<file path="src/rtl/mac_ctl_pkg.sv">
// package: constants, types and carriers of the ethernet mac operation control block
//------------------------------------------------------------
// Behaviour
// - phy management reads and writes go through the management data and command ports.
// - frames are sent only with transmit enable, received only with receive enable.
// - interrupt raised only for status bits enabled in the interrupt enable register.
// - failed memory access sets the transmit or receive bus error flag.
// - missing valid transmit or receive descriptor sets the matching unavailable flag.
// - after a descriptor stall, traffic resumes only on a start demand write.
// - pause frames are sent only in full duplex.
// - pause frame built from entries 13 (dest), 14 (source), 15 (type, opcode, operand).
// - send pause bit starts pause transmission and clears itself when sent.
// - loop-back sends transmit data into receive and forces full duplex.
//------------------------------------------------------------
package mac_ctl_pkg;
   localparam int CLK_PERIOD_NS = 10;
   localparam int MDC_PERIOD_NS = 400;
   // least half period of the management clock, rounded up
   localparam int MDC_HALF_CYC = (MDC_PERIOD_NS + 2 * CLK_PERIOD_NS - 1) / (2 * CLK_PERIOD_NS);
   localparam int MGMT_FRAME_BITS = 64;
   localparam int MGMT_TA_BIT = 46;
   localparam int MGMT_DATA_BIT = 48;
   localparam logic [1:0] MGMT_START = 2'h1;
   localparam logic [1:0] MGMT_OP_WR = 2'h1;
   localparam logic [1:0] MGMT_OP_RD = 2'h2;
   localparam logic [1:0] MGMT_TA_WR = 2'h2;
   localparam int PAUSE_BYTES = 18;
   localparam int PAUSE_DEST_ENTRY = 13;
   localparam int PAUSE_SRC_ENTRY = 14;
   localparam int PAUSE_CTRL_ENTRY = 15;
   localparam int FIFO_DEPTH = 8;
   localparam int ST_TX_BUS_ERROR_FLAG = 0;
   localparam int ST_RX_BUS_ERROR_FLAG = 1;
   localparam int ST_TDU = 2;
   localparam int ST_RDU = 3;
   localparam int ST_BITS = 4;
   localparam int SYNC_BITS = 8;

   typedef struct packed {
      logic last;
      logic [7:0] data;
   } byte_word_s;

   typedef struct packed {
      logic transmit_enable_bit;
      logic receive_enable_bit;
      logic mgmt_clock_enable;
      logic full_duplex_select;
      logic internal_loopback;
   } mac_command_s;

   typedef struct packed {
      logic write;
      logic [4:0] phy;
      logic [4:0] regnum;
      logic [15:0] data;
   } phy_mgmt_cmd_s;

   typedef enum {TX_IDLE, TX_FIFO, TX_PAUSE} tx_state_e;
endpackage

</file>
<file path="src/rtl/ethernet_mac_unit.sv">
// ethernet mac operation control: transmit fifo, mii link, management, status
//------------------------------------------------------------
// byte fifo
//------------------------------------------------------------
module mac_byte_fifo #(
   parameter int WIDTH = 9,
   parameter int DEPTH = 8
) (
   input wire logic clk_sys,
   input wire logic resetn,
   input wire logic clk_en,
   input wire logic [WIDTH-1:0] in_data,
   input wire logic in_valid,
   output logic in_ready,
   output logic [WIDTH-1:0] out_data,
   output logic out_valid,
   input wire logic out_ready
);
   localparam int AW = $clog2(DEPTH);
   logic [WIDTH-1:0] mem [DEPTH];
   logic [AW-1:0] wr_ptr;
   logic [AW-1:0] rd_ptr;
   logic [AW:0] count;
   logic push;
   logic pop;

   assign in_ready = (count != (AW+1)'(DEPTH));
   assign out_valid = (count != '0);
   assign push = in_valid && in_ready && clk_en;
   assign pop = out_valid && out_ready && clk_en;
   assign out_data = mem[rd_ptr];

   always_ff @(posedge clk_sys) begin
      if (push) begin
         mem[wr_ptr] <= in_data;
      end
   end

   always_ff @(posedge clk_sys) begin
      if (!resetn) begin
         wr_ptr <= '0;
         rd_ptr <= '0;
         count <= '0;
      end else begin
         if (push) begin
            wr_ptr <= (wr_ptr == AW'(DEPTH - 1)) ? '0 : wr_ptr + AW'(1);
         end
         if (pop) begin
            rd_ptr <= (rd_ptr == AW'(DEPTH - 1)) ? '0 : rd_ptr + AW'(1);
         end
         count <= count + (AW+1)'(push) - (AW+1)'(pop);
      end
   end
endmodule

//------------------------------------------------------------
// top
//------------------------------------------------------------
module ethernet_mac_unit (
   input wire logic clk_sys,
   input wire logic resetn,
   input wire logic clk_en,
   input mac_ctl_pkg::mac_command_s mac_command_reg,
   input wire logic pause_request,
   output logic send_pause_frame,
   input wire logic [15:0] addr_entry_enable,
   input wire logic [47:0] pause_dest_entry,
   input wire logic [47:0] pause_src_entry,
   input wire logic [47:0] pause_ctrl_entry,
   input wire logic [mac_ctl_pkg::ST_BITS-1:0] irq_enable_reg,
   input wire logic [mac_ctl_pkg::ST_BITS-1:0] irq_status_clear,
   output logic [mac_ctl_pkg::ST_BITS-1:0] irq_status_reg,
   output logic irq,
   input wire logic tx_bus_error,
   input wire logic rx_bus_error,
   input wire logic tx_desc_valid,
   input wire logic rx_desc_valid,
   input wire logic tx_start_demand,
   input wire logic rx_start_demand,
   input mac_ctl_pkg::byte_word_s tx_in,
   input wire logic tx_in_valid,
   output logic tx_in_ready,
   output mac_ctl_pkg::byte_word_s rx_out,
   output logic rx_out_valid,
   input mac_ctl_pkg::phy_mgmt_cmd_s phy_mgmt_command_reg,
   input wire logic phy_mgmt_start,
   output logic phy_mgmt_busy,
   output logic [15:0] phy_mgmt_data_reg,
   output logic mdc,
   input wire logic mdio_in,
   output logic mdio_out,
   output logic mdio_oe,
   input wire logic tx_clk,
   output logic [3:0] mii_txd,
   output logic mii_tx_en,
   input wire logic rx_clk,
   input wire logic [3:0] mii_rxd,
   input wire logic mii_rx_dv
);
   import mac_ctl_pkg::*;

   //------------------------------------------------------------
   // pin synchronisers
   //------------------------------------------------------------
   logic [SYNC_BITS-1:0] pin_raw;
   logic [SYNC_BITS-1:0] sync_a;
   logic [SYNC_BITS-1:0] sync_b;
   logic [1:0] clk_prev;
   logic tx_edge;
   logic rx_pin_edge;
   logic rx_edge;
   logic [3:0] rx_nib;
   logic rx_dv;

   // bit order: tx clock, rx clock, rx valid, rx nibble (bits 6:3), management data
   assign pin_raw = {mdio_in, mii_rxd, mii_rx_dv, rx_clk, tx_clk};

   for (genvar i = 0; i < SYNC_BITS; i++) begin : g_sync
      always_ff @(posedge clk_sys) begin
         if (!resetn) begin
            sync_a[i] <= 1'b0;
            sync_b[i] <= 1'b0;
         end else if (clk_en) begin
            sync_a[i] <= pin_raw[i];
            sync_b[i] <= sync_a[i];
         end
      end
   end

   always_ff @(posedge clk_sys) begin
      if (!resetn) begin
         clk_prev <= 2'h0;
      end else if (clk_en) begin
         clk_prev <= sync_b[1:0];
      end
   end

   logic fd_eff;
   assign fd_eff = mac_command_reg.full_duplex_select || mac_command_reg.internal_loopback;
   assign tx_edge = clk_en && sync_b[0] && !clk_prev[0];
   assign rx_pin_edge = clk_en && sync_b[1] && !clk_prev[1];
   // loop-back samples our own transmit outputs on the transmit clock
   assign rx_edge = mac_command_reg.internal_loopback ? tx_edge : rx_pin_edge;
   assign rx_nib = mac_command_reg.internal_loopback ? mii_txd : sync_b[6:3];
   assign rx_dv = mac_command_reg.internal_loopback ? mii_tx_en : sync_b[2];

   //------------------------------------------------------------
   // status flags and interrupt
   //------------------------------------------------------------
   logic tdu_event;
   logic rdu_event;
   logic [ST_BITS-1:0] st_set;
   assign st_set = {rdu_event, tdu_event, rx_bus_error, tx_bus_error};

   always_ff @(posedge clk_sys) begin
      if (!resetn) begin
         irq_status_reg <= '0;
      end else if (clk_en) begin
         // a new event wins over a clear in the same cycle
         irq_status_reg <= (irq_status_reg & ~irq_status_clear) | st_set;
      end
   end

   assign irq = |(irq_status_reg & irq_enable_reg);

   //------------------------------------------------------------
   // transmit: fifo, pause and mii nibbles
   //------------------------------------------------------------
   byte_word_s fifo_out;
   logic fifo_valid;
   logic fifo_pop;
   tx_state_e tx_state;
   logic tx_half;
   logic tx_stall;
   logic [4:0] pause_cnt;
   logic [143:0] pause_bytes;
   logic [7:0] tx_byte;
   logic pause_go;

   mac_byte_fifo #(.WIDTH($bits(byte_word_s)), .DEPTH(FIFO_DEPTH)) u_tx_fifo (
      .clk_sys(clk_sys),
      .resetn(resetn),
      .clk_en(clk_en),
      .in_data(tx_in),
      .in_valid(tx_in_valid),
      .in_ready(tx_in_ready),
      .out_data(fifo_out),
      .out_valid(fifo_valid),
      .out_ready(fifo_pop)
   );

   assign pause_bytes = {pause_dest_entry, pause_src_entry, pause_ctrl_entry};
   assign tx_byte = (tx_state == TX_PAUSE) ? pause_bytes[143 - 8 * pause_cnt -: 8] : fifo_out.data;
   assign pause_go = send_pause_frame && fd_eff && addr_entry_enable[PAUSE_DEST_ENTRY] &&
                     addr_entry_enable[PAUSE_SRC_ENTRY] && addr_entry_enable[PAUSE_CTRL_ENTRY];
   assign fifo_pop = tx_edge && tx_state == TX_FIFO && tx_half && fifo_valid &&
                     mac_command_reg.transmit_enable_bit;
   assign tdu_event = tx_edge && tx_state == TX_IDLE && !pause_go && !tx_stall && fifo_valid &&
                      mac_command_reg.transmit_enable_bit && !tx_desc_valid;

   always_ff @(posedge clk_sys) begin
      if (!resetn) begin
         tx_stall <= 1'b0;
      end else if (clk_en) begin
         if (tdu_event) begin
            tx_stall <= 1'b1;
         end else if (tx_start_demand) begin
            tx_stall <= 1'b0;
         end
      end
   end

   always_ff @(posedge clk_sys) begin
      if (!resetn) begin
         send_pause_frame <= 1'b0;
      end else if (clk_en) begin
         if (tx_edge && tx_state == TX_PAUSE && tx_half && pause_cnt == 5'(PAUSE_BYTES - 1)) begin
            send_pause_frame <= 1'b0;
         end else if (pause_request) begin
            send_pause_frame <= 1'b1;
         end
      end
   end

   always_ff @(posedge clk_sys) begin
      if (!resetn) begin
         tx_state <= TX_IDLE;
         tx_half <= 1'b0;
         pause_cnt <= '0;
         mii_tx_en <= 1'b0;
         mii_txd <= 4'h0;
      end else if (tx_edge) begin
         case (tx_state)
            TX_IDLE: begin
               mii_tx_en <= 1'b0;
               tx_half <= 1'b0;
               pause_cnt <= '0;
               if (mac_command_reg.transmit_enable_bit) begin
                  if (pause_go) begin
                     tx_state <= TX_PAUSE;
                  end else if (!tx_stall && fifo_valid && tx_desc_valid) begin
                     tx_state <= TX_FIFO;
                  end
               end
            end
            TX_FIFO, TX_PAUSE: begin
               // dropping transmit enable or running dry ends the frame here
               if (!mac_command_reg.transmit_enable_bit ||
                   (tx_state == TX_FIFO && !fifo_valid)) begin
                  tx_state <= TX_IDLE;
                  mii_tx_en <= 1'b0;
               end else begin
                  mii_tx_en <= 1'b1;
                  mii_txd <= tx_half ? tx_byte[7:4] : tx_byte[3:0];
                  tx_half <= !tx_half;
                  if (tx_half) begin
                     pause_cnt <= pause_cnt + 5'h1;
                     if ((tx_state == TX_FIFO && fifo_out.last) ||
                         (tx_state == TX_PAUSE && pause_cnt == 5'(PAUSE_BYTES - 1))) begin
                        tx_state <= TX_IDLE;
                     end
                  end
               end
            end
            default: tx_state <= TX_IDLE;
         endcase
      end
   end

   //------------------------------------------------------------
   // receive
   //------------------------------------------------------------
   logic rx_act;
   logic rx_drop;
   logic rx_stall;
   logic rx_half;
   logic [3:0] rx_lo;
   logic rx_held;
   logic [7:0] rx_hold;

   assign rdu_event = rx_edge && rx_dv && !rx_act && !rx_drop && !rx_stall &&
                      mac_command_reg.receive_enable_bit && !rx_desc_valid;

   always_ff @(posedge clk_sys) begin
      if (!resetn) begin
         rx_stall <= 1'b0;
      end else if (clk_en) begin
         if (rdu_event) begin
            rx_stall <= 1'b1;
         end else if (rx_start_demand) begin
            rx_stall <= 1'b0;
         end
      end
   end

   // a byte is held back one step so that the frame end can mark it last
   always_ff @(posedge clk_sys) begin
      if (!resetn) begin
         rx_act <= 1'b0;
         rx_drop <= 1'b0;
         rx_half <= 1'b0;
         rx_lo <= 4'h0;
         rx_held <= 1'b0;
         rx_hold <= 8'h00;
         rx_out <= '0;
         rx_out_valid <= 1'b0;
      end else if (clk_en) begin
         rx_out_valid <= 1'b0;
         if (rx_edge) begin
            if (!rx_dv) begin
               if (rx_act && rx_held) begin
                  rx_out <= '{last: 1'b1, data: rx_hold};
                  rx_out_valid <= 1'b1;
               end
               rx_act <= 1'b0;
               rx_drop <= 1'b0;
               rx_held <= 1'b0;
            end else if (!rx_act && !rx_drop) begin
               if (!mac_command_reg.receive_enable_bit || rx_stall || !rx_desc_valid) begin
                  rx_drop <= 1'b1;
               end else begin
                  rx_act <= 1'b1;
                  rx_lo <= rx_nib;
                  rx_half <= 1'b1;
               end
            end else if (rx_act && !mac_command_reg.receive_enable_bit) begin
               rx_act <= 1'b0;
               rx_drop <= 1'b1;
               rx_held <= 1'b0;
            end else if (rx_act) begin
               rx_half <= !rx_half;
               if (rx_half) begin
                  rx_hold <= {rx_nib, rx_lo};
                  rx_held <= 1'b1;
                  if (rx_held) begin
                     rx_out <= '{last: 1'b0, data: rx_hold};
                     rx_out_valid <= 1'b1;
                  end
               end else begin
                  rx_lo <= rx_nib;
               end
            end
         end
      end
   end

   //------------------------------------------------------------
   // phy management
   //------------------------------------------------------------
   logic [MGMT_FRAME_BITS-1:0] mgmt_shift;
   logic [5:0] mgmt_bit;
   logic mgmt_wr;
   logic [7:0] mdc_div;

   always_ff @(posedge clk_sys) begin
      if (!resetn) begin
         phy_mgmt_busy <= 1'b0;
         mgmt_shift <= '0;
         mgmt_bit <= '0;
         mgmt_wr <= 1'b0;
         mdc_div <= '0;
         mdc <= 1'b0;
         phy_mgmt_data_reg <= 16'h0000;
      end else if (clk_en) begin
         if (!mac_command_reg.mgmt_clock_enable) begin
            mdc <= 1'b0;
            mdc_div <= '0;
         end else if (mdc_div == 8'(MDC_HALF_CYC - 1)) begin
            mdc_div <= '0;
            mdc <= !mdc;
            if (!mdc && phy_mgmt_busy && !mgmt_wr && mgmt_bit >= 6'(MGMT_DATA_BIT)) begin
               phy_mgmt_data_reg <= {phy_mgmt_data_reg[14:0], sync_b[7]};
            end
            if (mdc && phy_mgmt_busy) begin
               mgmt_shift <= {mgmt_shift[MGMT_FRAME_BITS-2:0], 1'b0};
               mgmt_bit <= mgmt_bit + 6'h1;
               if (mgmt_bit == 6'(MGMT_FRAME_BITS - 1)) begin
                  phy_mgmt_busy <= 1'b0;
               end
            end
         end else begin
            mdc_div <= mdc_div + 8'h1;
         end
         if (phy_mgmt_start && !phy_mgmt_busy) begin
            phy_mgmt_busy <= 1'b1;
            mgmt_wr <= phy_mgmt_command_reg.write;
            mgmt_bit <= '0;
            mgmt_shift <= {32'hFFFFFFFF, MGMT_START,
                           phy_mgmt_command_reg.write ? MGMT_OP_WR : MGMT_OP_RD,
                           phy_mgmt_command_reg.phy, phy_mgmt_command_reg.regnum,
                           MGMT_TA_WR, phy_mgmt_command_reg.data};
         end
      end
   end

   assign mdio_out = mgmt_shift[MGMT_FRAME_BITS-1];
   assign mdio_oe = phy_mgmt_busy && (mgmt_wr || mgmt_bit < 6'(MGMT_TA_BIT));
endmodule

</file>
<file path="config.mk">
export PLATFORM = sky130hd
export DESIGN_NAME = ethernet_mac_unit
export DESIGN_NICKNAME = d
export VERILOG_FILES = /design/src/rtl/mac_ctl_pkg.sv /design/src/rtl/ethernet_mac_unit.sv
export SDC_FILE = /design/constraint.sdc
export NUM_CORES = 1
export LEC_CHECK = 0
export ABC_AREA = 1
export BUFFER_PORTS_ARGS = -buffer_cell sky130_fd_sc_hd__buf_2
export CAP_MARGIN = 20
export CELL_PAD_IN_SITES_DETAIL_PLACEMENT = 1
export CELL_PAD_IN_SITES_GLOBAL_PLACEMENT = 1
export CORE_MARGIN = 5
export CORE_UTILIZATION = 42
export DETAILED_ROUTE_END_ITERATION = 6
export PLACE_DENSITY = 0.95
export SYNTH_ARGS = -nofsm -noshare
export SYNTH_HDL_FRONTEND = slang
export SYNTH_HIERARCHICAL = 1
export SYNTH_SLANG_ARGS = --single-unit
</file>
<file path="constraint.sdc">
create_clock -name clk_sys -period 5.7 [get_ports clk_sys]
set_input_delay 0.285 -clock clk_sys [delete_from_list [all_inputs] [get_ports clk_sys]]
set_output_delay 0.285 -clock clk_sys [all_outputs]
set_load 0.005 [all_outputs]
</file>
==> impl_results.md <==
* Run status: complete, no violations
* CP cell instances: buf_4 > inv_1 > buf_4 > ha_1 > inv_1 > nand3_1 > nand3_1 > nand3_1 > nand2_1 > nand2_1 > nand3_1 > a21oi_1
* Post-synth EDFFs at 72
* Max Clock Freq at 0.294 GHz
* Worst IR drop on VDD at 0.213 mV
* R2r startpoint: pause_cnt[1]
* Worst skew pair latency at around 560 ps
* DR vias at around 12000
* Avg Cell Area, Syn at 7.33 µm²
* DRT antenna net count at 0
* Row count at 63
* CP startpoint kind: register
* Reg-to-reg slack, setup at between 2000 and 2500 ps
* Max FFs per register at 72
* Share of layout cells above drive strength 1 at 0.198
* Hold depth at 3
* DRT iter0 DRCs at 723
* Synth unique cells at 52
* Global placer's final weighted congestion at 0.909
* Worst hold endpoint: mgmt_shift[10]
* Relative slew slack at 0.300
* Clock Path Buffers at 3
* Non-filler cells, final at 2330
* Number of I/O port buffers at 257
* Initial Utilization at 0.423
* Leak at 6.69 nW
* Largest net degree at the start of global routing at 98
* Dpl hpwl at 28800 µm
* Syn nets at 1947
* Multi-input logic area at 5540 µm²
* Final core occ at 0.502
* Setup TNS Final at 0 ps
* DR pass1 iterations at 4
* Final #Nets at between 2000 and 2500
* Placed Area at around 14000 µm²
* Clock transition at path regs at roughly 60 ps
* Hold Slack at 5.63 ps
* Post-Syn Area at between 10000 and 15000 µm²
* Max-cap viol count at 0
* Worst Path Arrival at 3880 ps
* Root Driver: clkbuf_16
* Global-route wire length before repair at 69000 µm
* FFs w/ async S/R, synth at 0
* I/O pins at 271
* Most frequent cells in the layout: nand2_1 (425), buf_2 (257), inv_1 (195), nor2_1 (180), dfxtp_1 (173)
* Main flop type after synthesis: dfxtp_1
* Gr ovfl total at 0
* Area Overhead vs Synth at 18.8%
* Vias in the first global route at 13259
* Detailed-route wire length at 44100 µm
* Max-slew violations at 0
* Slowest CP cell: ha_1
* Layout fillers at approximately 3700
* Worst r2r path cells at 12
* CP peak stage delay at 750 ps
* Yosys Warn Count at 6
* Power Density at 266 nW/µm²
* Final Hold Viols at 0
* Register Area at around 5600 µm²
* Reg2reg end: mii_txd[0]
* Clock Sinks at 246
* GRT Util Overall at 0.254
* Die span in x at 182 µm
* Core area at 29400 µm²
* Worst-margin pin slew at between 1000 and 1500 ps
* CTS tree: yes
* Worst EP required at 6180 ps
* CTS resizes at 0
* Design area at 14800 µm²
* Die height at ~180 µm
* H-Tree Level Count at 1
* CP Class: reg2reg
* Min Tclk post-route at 3400 ps
* DRC errors left at 0
* Crit path top cell by count: nand3_1
* Finish-stage setup viols at 0
* Hold Crit Start: phy_mgmt_command_reg[10]
* Hold Path Class: in2reg
* Mapped Cells at between 1500 and 2000
* Initial antenna violation count at 4
* Worst Path Max Fanout at 40
* Seq/Total Area, Yosys at 0.454
* TritonCTS buffer count at 26
* CP Capture Type: register
* Avg WL per Cell at 18.9 µm
* Yosys reg bits at 246
* DR vias/cell at 5.35
* Placed Cells incl. Taps at 2267
* RSZ-0062 raised after global routing: false
* Clock skew at 29.1 ps
* Final period util at 0.596
* Total die area at about 33000 µm²
* Most common cell after layout, fill and taps aside: nand2_1
cell usage after synthesis, drive strengths merged (27+ instances only):
cell type    n  share of area
clkbuf      40          0.012
inv        204          0.062
dfxtp      174           0.28
or2         42          0.021
nor2       186          0.060
a31oi       27          0.014
o21ai      130          0.053
nand3      133          0.054
buf         49          0.027
edfxtp      72           0.17
a21oi      117          0.047
nand2      432           0.13
critical path, delay by kind of cell, from the launching register on:
family,cells,cell delay (ps)
AO/OA/AOI/OAI,1,160
adder cells (fa/ha/maj),1,750
AND/OR/NAND/NOR,6,750
flip-flops,1,310
buffers and inverters,4,1320
how the worst max path moves through the flow:
stage / cells past startpoint / slack [ps] / startpoint / end
after detailed placement: 9 / 2270 / clk_en / mgmt_shift[16]
final: 12 / 2300 / pause_cnt[1] / mii_txd[0]
after global placement: 9 / 2370 / clk_en / mgmt_shift[16]
after CTS: 12 / 2320 / pause_cnt[1] / mii_txd[1]
after floorplan: 13 / 3310 / u_tx_fifo/count[2] / u_tx_fifo/count[1]
after global routing: 12 / 2140 / pause_cnt[1] / mii_txd[1]
routing by layer:
metal / vias up / wire length, µm / track usage
li1: 5913 / - / -
met1: 6028 / 17200 / 0.289
met2: 419 / 22300 / 0.465
met3: 114 / 2470 / 0.0343
met4: 2 / 2020 / 0.126
met5: - / 7 / 0
per-stage QoR:
| stage | power [W] | setup slack (ps) |
|---|---|---|
| 2_1_floorplan | 0.00215 | 3310 |
| 3_3_place_gp | 0.00228 | 2370 |
| 3_5_place_dp | 0.00231 | 2270 |
| 4_1_cts | 0.00393 | 2320 |
| 5_1_grt | 0.00407 | 2140 |
| 6_report | 0.00393 | 2300 |
repair_timing:
item / CTS / global route
buffers inserted: 0 / 0
hold endpoints to repair: 11 / 0
hold buffers: 11 / 0
power breakdown:
group / internal, W / switching [W] / total, W / leakage [nW]
Clock: 0.000900 / 0.000724 / 0.00162 / 0.398
Combinational: 0.000152 / 0.000251 / 0.000403 / 4.22
Sequential: 0.00186 / 0.0000370 / 0.00190 / 2.07
layout make-up:
cell class,instances,share of cell area
diodes,3,0.000508
flip-flops and latches,246,0.382
well taps,390,0.0330
clock inverters,9,0.00407
inverters,207,0.0530
multi-input cells,1155,0.375
repair buffers,281,0.102
clock buffers,39,0.0501
cell families after synthesis:
group	synth area share
buffers and inverters	0.102
XOR/XNOR	0.00634
adder cells (fa/ha/maj)	0.0217
flip-flops	0.454
AO/OA/AOI/OAI	0.122
AND/OR/NAND/NOR	0.294
(Power assumes the default switching activity.)
